===== config.mk =====
export PLATFORM = sky130hd
export DESIGN_NAME = ars_regs
export DESIGN_NICKNAME = d
export VERILOG_FILES = /design/src/hw/ars_pkg.sv /design/src/hw/ars_span_decode.sv /design/src/hw/ars_index_check.sv /design/src/hw/ars_regs.sv
export SDC_FILE = /design/constraint.sdc
export NUM_CORES = 1
export LEC_CHECK = 0
export ABC_AREA = 1
export BUFFER_PORTS_ARGS = -buffer_cell sky130_fd_sc_hd__buf_2
export CAP_MARGIN = 20
export CORE_ASPECT_RATIO = 1.4
export CORE_UTILIZATION = 40
export CTS_CLUSTER_SIZE = 10
export DETAILED_ROUTE_END_ITERATION = 10
export PLACE_DENSITY = 0.66
export SLEW_MARGIN = 20
export SYNTH_ARGS = -nofsm -noshare
export SYNTH_HDL_FRONTEND = slang
export SYNTH_SLANG_ARGS = --single-unit

===== constraint.sdc =====
create_clock -name pclk -period 2.95 [get_ports pclk]
set_input_delay 0.59 -clock pclk [delete_from_list [all_inputs] [get_ports pclk]]
set_output_delay 0.59 -clock pclk [all_outputs]
set_load 0.02 [all_outputs]

===== src/hw/ars_pkg.sv =====
`default_nettype none
package ars_pkg;
    // ----------------------------------------
    // command word layout
    // ----------------------------------------
    localparam int unsigned CMD_RW_BIT     = 15;
    localparam int unsigned CMD_ADDR_HI    = 14;
    localparam int unsigned CMD_ADDR_LO    = 9;
    localparam int unsigned CMD_RSVD_BIT   = 8;
    // ----------------------------------------
    // register indices (6-bit target_reg_index)
    // ----------------------------------------
    localparam logic [5:0] IDX_RANGE_A_HIGH = 6'h05;
    localparam logic [5:0] IDX_RANGE_B_LOW  = 6'h06;
    localparam logic [5:0] IDX_RANGE_B_HIGH = 6'h07;
    localparam logic [5:0] IDX_STATUS       = 6'h08;
    // ----------------------------------------
    // apb byte offsets
    // ----------------------------------------
    localparam logic [7:0] OFS_CMD          = 8'h00;
    localparam logic [7:0] OFS_RDATA        = 8'h04;
    localparam logic [7:0] OFS_CTRL         = 8'h08;
    localparam logic [7:0] OFS_RANGE_A_HIGH = 8'h14;
    localparam logic [7:0] OFS_RANGE_B_LOW  = 8'h18;
    localparam logic [7:0] OFS_RANGE_B_HIGH = 8'h1C;
    localparam logic [7:0] OFS_STATUS       = 8'h20;
    // ----------------------------------------
    // reset values
    // ----------------------------------------
    localparam logic [15:0] RST_RANGE_A_HIGH = 16'h0AFF;
    localparam logic [15:0] RST_RANGE_B_LOW  = 16'h0CFF;
    localparam logic [15:0] RST_RANGE_B_HIGH = 16'h0EFF;
    localparam logic [15:0] RST_STATUS       = 16'h0000;
    localparam logic [7:0]  RST_SPANS        = 8'hFF;
    // ----------------------------------------
    // span codes and channel indices
    // ----------------------------------------
    localparam logic [1:0] SPAN_10V_A  = 2'h0;
    localparam logic [1:0] SPAN_2V5    = 2'h1;
    localparam logic [1:0] SPAN_5V     = 2'h2;
    localparam logic [1:0] SPAN_10V_B  = 2'h3;
    localparam logic [3:0] PICK_AIN_MAX   = 4'h7;
    localparam logic [3:0] PICK_SUPPLY    = 4'h8;
    localparam logic [3:0] PICK_REGULATOR = 4'h9;
    localparam logic [3:0] PICK_TEST      = 4'hB;
    typedef enum logic [1:0] {SPAN_PM2V5, SPAN_PM5V, SPAN_PM10V} ars_span_e;
endpackage : ars_pkg
`default_nettype wire


===== src/hw/ars_span_decode.sv =====
`timescale 1ns/1ps
`default_nettype none
// ----------------------------------------
// one span field to a one-hot span
// ----------------------------------------
module ars_span_decode (
    input  wire logic [1:0] code,
    output logic      [2:0] span_onehot
);
    always_comb begin
        case (code)
            ars_pkg::SPAN_2V5: span_onehot = 3'h1;
            ars_pkg::SPAN_5V:  span_onehot = 3'h2;
            default:           span_onehot = 3'h4;
        endcase
    end
endmodule : ars_span_decode
`default_nettype wire


===== src/hw/ars_index_check.sv =====
`timescale 1ns/1ps
`default_nettype none
// ----------------------------------------
// legal channel-select code filter
// ----------------------------------------
module ars_index_check (
    input  wire logic [3:0] pick,
    output logic            legal
);
    always_comb begin
        legal = (pick <= ars_pkg::PICK_AIN_MAX) || (pick == ars_pkg::PICK_SUPPLY) ||
                (pick == ars_pkg::PICK_REGULATOR) || (pick == ars_pkg::PICK_TEST);
    end
endmodule : ars_index_check
`default_nettype wire


===== src/hw/ars_regs.sv =====
`timescale 1ns/1ps
`default_nettype none
// Function
// - command bit 15: 0 read, 1 write
// - bits 14:9 carry register index
// - range bit 8 reserved, reads zero
// - span codes: 00/11 10V, 01 2.5V, 10 5V
// - group-A high fields, reset 11 each
// - group-B low at 0x6, reset 0xCFF
// - group-B high at 0x7, reset 0xEFF
// - status 0x8, bits 15:12 last A index
// - status bits 11:8 last B index
// - status bits 7:0 hold CRC result
// - indices use channel-select encoding
// - append status to results when enabled
module ars_regs (
    input  wire logic        pclk,
    input  wire logic        presetn,
    input  wire logic        clk_en,
    input  wire logic        psel,
    input  wire logic        penable,
    input  wire logic        pwrite,
    input  wire logic [7:0]  paddr,
    input  wire logic [31:0] pwdata,
    output logic      [31:0] prdata,
    output logic             pready,
    output logic             pslverr,
    input  wire logic        conv_done_a,
    input  wire logic [3:0]  conv_index_a,
    input  wire logic        conv_done_b,
    input  wire logic [3:0]  conv_index_b,
    input  wire logic        crc_valid,
    input  wire logic [7:0]  crc_value,
    input  wire logic        result_valid,
    input  wire logic [15:0] result_data,
    output logic             out_valid,
    output logic      [31:0] out_data,
    output logic             append_status_enable,
    output logic      [7:0]  range_group_a_high,
    output logic      [7:0]  range_group_b_low,
    output logic      [7:0]  range_group_b_high,
    output logic      [11:0] span_onehot_a_high,
    output logic      [23:0] span_onehot_b
);
    // ----------------------------------------
    // state
    // ----------------------------------------
    typedef struct packed {
        logic [7:0]  a_high;
        logic [7:0]  b_low;
        logic [7:0]  b_high;
        logic [3:0]  last_a;
        logic [3:0]  last_b;
        logic [7:0]  crc;
        logic        append_en;
        logic [15:0] rdata;
        logic [31:0] prdata;
        logic        out_valid;
        logic [31:0] out_data;
    } ars_state_s;

    ars_state_s st;
    ars_state_s next_st;

    logic        acc;
    logic        wr;
    logic        rd;
    logic        legal_a;
    logic        legal_b;
    logic        cmd_write;
    logic [5:0]  cmd_index;
    logic [3:0]  last_conv_index_a;
    logic [3:0]  last_conv_index_b;
    logic [7:0]  crc_result;
    logic [15:0] status_word;
    logic [15:0] word_a_high;
    logic [15:0] word_b_low;
    logic [15:0] word_b_high;

    assign acc               = psel && penable;
    assign wr                = acc && pwrite;
    assign rd                = acc && !pwrite;
    assign cmd_write         = pwdata[ars_pkg::CMD_RW_BIT];
    assign cmd_index         = pwdata[ars_pkg::CMD_ADDR_HI:ars_pkg::CMD_ADDR_LO];
    assign last_conv_index_a = st.last_a;
    assign last_conv_index_b = st.last_b;
    assign crc_result        = st.crc;
    assign status_word       = {last_conv_index_a, last_conv_index_b, crc_result};

    // ----------------------------------------
    // range read words
    // ----------------------------------------
    assign word_a_high = {1'b0, ars_pkg::IDX_RANGE_A_HIGH, 1'b0, st.a_high};
    assign word_b_low  = {1'b0, ars_pkg::IDX_RANGE_B_LOW, 1'b0, st.b_low};
    assign word_b_high = {1'b0, ars_pkg::IDX_RANGE_B_HIGH, 1'b0, st.b_high};

    // ----------------------------------------
    // channel index filters
    // ----------------------------------------
    ars_index_check u_chk_a (
        .pick  (conv_index_a),
        .legal (legal_a)
    );
    ars_index_check u_chk_b (
        .pick  (conv_index_b),
        .legal (legal_b)
    );

    // ----------------------------------------
    // per-channel span fields
    // ----------------------------------------
    logic [1:0] span_a_ch4;
    logic [1:0] span_a_ch5;
    logic [1:0] span_a_ch6;
    logic [1:0] span_a_ch7;

    logic [1:0] span_b_ch0;
    logic [1:0] span_b_ch1;
    logic [1:0] span_b_ch2;
    logic [1:0] span_b_ch3;
    logic [1:0] span_b_ch4;
    logic [1:0] span_b_ch5;
    logic [1:0] span_b_ch6;
    logic [1:0] span_b_ch7;

    assign span_a_ch4 = st.a_high[1:0];
    assign span_a_ch5 = st.a_high[3:2];
    assign span_a_ch6 = st.a_high[5:4];
    assign span_a_ch7 = st.a_high[7:6];

    assign span_b_ch0 = st.b_low[1:0];
    assign span_b_ch1 = st.b_low[3:2];
    assign span_b_ch2 = st.b_low[5:4];
    assign span_b_ch3 = st.b_low[7:6];
    assign span_b_ch4 = st.b_high[1:0];
    assign span_b_ch5 = st.b_high[3:2];
    assign span_b_ch6 = st.b_high[5:4];
    assign span_b_ch7 = st.b_high[7:6];

    // ----------------------------------------
    // span decoders
    // ----------------------------------------
    ars_span_decode u_a_ch4 (
        .code        (span_a_ch4),
        .span_onehot (span_onehot_a_high[2:0])
    );

    ars_span_decode u_a_ch5 (
        .code        (span_a_ch5),
        .span_onehot (span_onehot_a_high[5:3])
    );

    ars_span_decode u_a_ch6 (
        .code        (span_a_ch6),
        .span_onehot (span_onehot_a_high[8:6])
    );

    ars_span_decode u_a_ch7 (
        .code        (span_a_ch7),
        .span_onehot (span_onehot_a_high[11:9])
    );

    ars_span_decode u_b_ch0 (
        .code        (span_b_ch0),
        .span_onehot (span_onehot_b[2:0])
    );

    ars_span_decode u_b_ch1 (
        .code        (span_b_ch1),
        .span_onehot (span_onehot_b[5:3])
    );

    ars_span_decode u_b_ch2 (
        .code        (span_b_ch2),
        .span_onehot (span_onehot_b[8:6])
    );

    ars_span_decode u_b_ch3 (
        .code        (span_b_ch3),
        .span_onehot (span_onehot_b[11:9])
    );

    ars_span_decode u_b_ch4 (
        .code        (span_b_ch4),
        .span_onehot (span_onehot_b[14:12])
    );

    ars_span_decode u_b_ch5 (
        .code        (span_b_ch5),
        .span_onehot (span_onehot_b[17:15])
    );

    ars_span_decode u_b_ch6 (
        .code        (span_b_ch6),
        .span_onehot (span_onehot_b[20:18])
    );

    ars_span_decode u_b_ch7 (
        .code        (span_b_ch7),
        .span_onehot (span_onehot_b[23:21])
    );

    // ----------------------------------------
    // command word access
    // ----------------------------------------
    function automatic logic [15:0] read_index(input logic [5:0] idx, input ars_state_s s,
                                               input logic [15:0] stw);
        logic [15:0] v;
        v = 16'h0000;
        case (idx)
            ars_pkg::IDX_RANGE_A_HIGH: v = {1'b0, idx, 1'b0, s.a_high};
            ars_pkg::IDX_RANGE_B_LOW:  v = {1'b0, idx, 1'b0, s.b_low};
            ars_pkg::IDX_RANGE_B_HIGH: v = {1'b0, idx, 1'b0, s.b_high};
            ars_pkg::IDX_STATUS:       v = stw;
            default:                   v = 16'h0000;
        endcase
        return v;
    endfunction : read_index

    always_comb begin
        next_st           = st;
        next_st.out_valid = 1'b0;
        if (conv_done_a && legal_a) begin
            next_st.last_a = conv_index_a;
        end
        if (conv_done_b && legal_b) begin
            next_st.last_b = conv_index_b;
        end
        if (crc_valid) begin
            next_st.crc = crc_value;
        end
        if (result_valid) begin
            next_st.out_valid = 1'b1;
            if (st.append_en) begin
                next_st.out_data = {result_data, status_word};
            end else begin
                next_st.out_data = {16'h0000, result_data};
            end
        end
        if (wr) begin
            case (paddr)
                ars_pkg::OFS_CMD: begin
                    if (cmd_write) begin
                        case (cmd_index)
                            ars_pkg::IDX_RANGE_A_HIGH: next_st.a_high = pwdata[7:0];
                            ars_pkg::IDX_RANGE_B_LOW:  next_st.b_low  = pwdata[7:0];
                            ars_pkg::IDX_RANGE_B_HIGH: next_st.b_high = pwdata[7:0];
                            default:                   next_st.b_high = st.b_high;
                        endcase
                    end else begin
                        next_st.rdata = read_index(cmd_index, st, status_word);
                    end
                end
                ars_pkg::OFS_CTRL:         next_st.append_en = pwdata[0];
                ars_pkg::OFS_RANGE_A_HIGH: next_st.a_high    = pwdata[7:0];
                ars_pkg::OFS_RANGE_B_LOW:  next_st.b_low     = pwdata[7:0];
                ars_pkg::OFS_RANGE_B_HIGH: next_st.b_high    = pwdata[7:0];
                default:                   next_st.append_en = st.append_en;
            endcase
        end
        if (rd) begin
            case (paddr)
                ars_pkg::OFS_RDATA:        next_st.prdata = {16'h0000, st.rdata};
                ars_pkg::OFS_CTRL:         next_st.prdata = {31'h00000000, st.append_en};
                ars_pkg::OFS_RANGE_A_HIGH: next_st.prdata = {16'h0000, word_a_high};
                ars_pkg::OFS_RANGE_B_LOW:  next_st.prdata = {16'h0000, word_b_low};
                ars_pkg::OFS_RANGE_B_HIGH: next_st.prdata = {16'h0000, word_b_high};
                ars_pkg::OFS_STATUS:       next_st.prdata = {16'h0000, status_word};
                default:                   next_st.prdata = 32'h00000000;
            endcase
        end
    end

    // ----------------------------------------
    // registers
    // ----------------------------------------
    always_ff @(posedge pclk or negedge presetn) begin
        if (!presetn) begin
            st           <= '0;
            st.a_high    <= ars_pkg::RST_SPANS;
            st.b_low     <= ars_pkg::RST_SPANS;
            st.b_high    <= ars_pkg::RST_SPANS;
            st.last_a    <= ars_pkg::RST_STATUS[15:12];
            st.last_b    <= ars_pkg::RST_STATUS[11:8];
            st.crc       <= ars_pkg::RST_STATUS[7:0];
        end else if (clk_en) begin
            st <= next_st;
        end
    end

    // ----------------------------------------
    // outputs
    // ----------------------------------------
    assign pready               = 1'b1;
    assign pslverr              = 1'b0;
    assign prdata               = st.prdata;
    assign out_valid            = st.out_valid;
    assign out_data             = st.out_data;
    assign append_status_enable = st.append_en;
    assign range_group_a_high   = st.a_high;
    assign range_group_b_low    = st.b_low;
    assign range_group_b_high   = st.b_high;
endmodule : ars_regs
`default_nettype wire


==> results.toml <==
[timing]
timing.fmax_ghz = 0.481
tns_ns = 0
finalCritPeriodShare = 0.704
grt_setup_unrepaired = "false"
post-route-min-period_ns = 2.08
drv_slew = 0
worst_slack_ns = 0.873
hold_viol = 0
hold_ws_ns = 0.147
final-setup-viol-count = 0
worst_pin_slew_ns = 0.587
skew_ns = 0.00760
slew_headroom = 0.608

[synthesis]
ys.flop_type = "dfrtp_1"
yosysSeqAreaShare = 0.426
netlist_instances = 791
synth_fa_ha_area_frac = 0.0477
synthMuxAreaShare = 0
synth-seq-cells = 106
yosys.area_share.simple = 0.237
synth_top_family_by_area = "simple AND/OR/NAND/NOR gates"
postSynth.asyncResetShare = 1.00
synth-xor-area-share = 0
synth_cell_types = 32
synth_top_area_share = 0.326
synth_edf_count = 0
ys.warnings.count = 0
synth_compound_area_frac = 0.114
netlist_top_cells_area = "dfrtp_1 (33%), buf_4 (11%), nand2_1 (11%), dfstp_2 (10%), nand3_1 (5.3%)"
syn_area_um2 = 6290
yosys.area.top_type = "dfrtp_1"
synth.avg_cell_area_um2 = 7.95

[final_layout]
area_growth_pct = 11.8
seq_area_um2 = 2680
fin_util = 0.463
diodes = 0
nFillCells = 1552
layout.nets = 992
multi_input_area_um2 = 2570
final_area_um2 = 7040
final_cell_mix = "nand2_1 (186), buf_2 (173), dfrtp_1 (82)"
drive_above_1_share = 0.283
final_common_cell = "nand2_1"

[pwr]
p_int_mw = 2.43
clkPwrFrac = 0.354
power_density_nw_per_um2 = 486
p_seq_frac = 0.483
power_frac_comb = 0.163
p_sw_frac = 0.289
leakagePower_nw = 3.86
switchingPower_mw = 0.988
ir_drop_v = 0.000231

[status]
outcome = "complete, no violations"

[placement]
gp_congestion = 0.888
dp_hpwl_mm = 13.3
pre_cts_ws_ns = 0.682
io_buffer_count = 174
dpl_cell_area_um2 = 6740

[die]
row_count = 53
dieArea_um2 = 16200
die_h_um = 150
die-width_um = 108
core-area_um2 = 15200
start_util = 0.414
boundaryPins = 210

[drt]
first_pass_iters = 5
drt_iter0_drc = 381
detail-route-antenna-nets = 0
vias_per_cell = 5.04
wl_per_cell_um = 16.0
routed_wl_mm = 17.3
drcViolationCount = 0
num_vias = 5462

[cts]
clk_pin_slew_worst_paths_ns = 0.07
clock-sinks = 106
clkLatencyLatePin_ns = 0.35
cts_resized = 0
root_buffer = "clkbuf_16"
post_cts_buffers = 0
cts_inserted_buffers = 9
h-tree-depth = 3
ctsHoldBuffers = 0
cts_tree = "done"
cts.path.max_buffers = 2

[worst_hold_path]
hold_class = "in2async"

[global_route]
met2_usage = 0.384
grt_first_pass_wirelength_mm = 26.9
grtUsageTotal = 0.220
grt-ovfl-total = 0
busiest_layer = "met2"
grt_max_degree = 60
met1_usage = 0.262
grt_pass1_vias = 5153
antenna_found_initial = 0
grt.met3_usage = 0.0320

[worst_setup_path]
path_max_fanout = 5
worstSetupPathType = "reg2out"
cp_slowest_cell = "dfstp_2"
cp-start-kind = "flop"
cp.arrival_ns = 1.49
cp_cell_sequence = "inv_1 -> ha_1 -> buf_2"
max_stage_delay_ns = 0.60
crit_buf_inv = 2
cp.required_ns = 2.36
end_kind = "primary output"
cpLargestDelayFamily = "flip-flops"

[flow_run]
drv_cap = 0
-- metrics by stage --
step / total power, mW / instances
floorplan: 2.11 / 807
CTS: 3.46 / 1083
finish: 3.42 / 1083
detailed placement: 2.24 / 1067
global placement: 2.23 / 1067
global route: 3.57 / 1083
-- synth_stat cells (6+ instances only) --
| cell type | count |
|---|---|
| a21oi_1 | 49 |
| buf_2 | 6 |
| buf_4 | 93 |
| clkbuf_1 | 13 |
| dfrtp_1 | 82 |
| dfstp_2 | 24 |
| ha_1 | 24 |
| inv_1 | 65 |
| nand2_1 | 186 |
| nand2_2 | 10 |
| nand3_1 | 66 |
| nand4_1 | 17 |
| nor2_1 | 45 |
| o21ai_0 | 61 |
| o21ai_1 | 10 |
| o21bai_1 | 6 |
-- path summary, 6_finish.rpt --
path,depth (start not counted),startpoint,slack [ns],endpoint
worst min-delay path,1,presetn,0.15,out_data[7]
worst max register to register,3,append_status_enable,1.09,out_data[9]
max in group asynchronous,2,presetn,2.13,range_group_b_low[0]
worst min register to register,2,prdata[15],0.47,prdata[15]
worst max-delay path,3,range_group_a_high[0],0.87,span_onehot_a_high[2]
min in group pclk,2,prdata[15],0.47,prdata[15]
-- cell families after synthesis --
group,after synthesis
and+or+nand+nor,335
buffers and inverters,189
AOI/OAI and AO/OA,135
DFF,106
adders and majority gates,24
other,2
-- registers in the layout, summed over array words and instances, names as in the netlist --
| register | count |
|---|---|
| range_group_a_high | 8 |
| out_valid | 1 |
| range_group_b_high | 8 |
| crc_result | 8 |
| out_data | 32 |
| range_group_b_low | 8 |
| st | 16 |
| last_conv_index_a | 4 |
| last_conv_index_b | 4 |
| prdata | 16 |
| append_status_enable | 1 |
-- layout make-up --
| cell class | count | share of cell area |
|---|---|---|
| Inverter | 73 | 0.0397 |
| Clock inverter | 4 | 0.00747 |
| Tap cell | 192 | 0.0341 |
| Sequential cell | 106 | 0.381 |
| Clock buffer | 12 | 0.0350 |
| Multi-Input combinational cell | 512 | 0.366 |
| Timing Repair Buffer | 184 | 0.137 |
-- power groups by stage --
| stage | sequential (mW) | clock [mW] | combinational, mW |
|---|---|---|---|
| floorplan | 1.65 | 0 | 0.458 |
| global placement | 1.67 | 0 | 0.553 |
| detailed placement | 1.68 | 0 | 0.561 |
| CTS | 1.65 | 1.24 | 0.562 |
| global route | 1.67 | 1.29 | 0.616 |
| finish | 1.65 | 1.21 | 0.555 |
-- worst register-to-register path, delay by kind of cell (launching register included) --
kind	cells	cell delay [ns]
AO/OA/AOI/OAI	2	0.47
buffers and inverters	1	0.59
flip-flops	1	0.68
-- per-layer routing --
metal	vias up	part of all wire
met1	2531	0.39
li1	2651	-
met4	0	0.040
met2	230	0.51
met5	-	0
met3	50	0.056
Power figures use the tool's default switching activity.
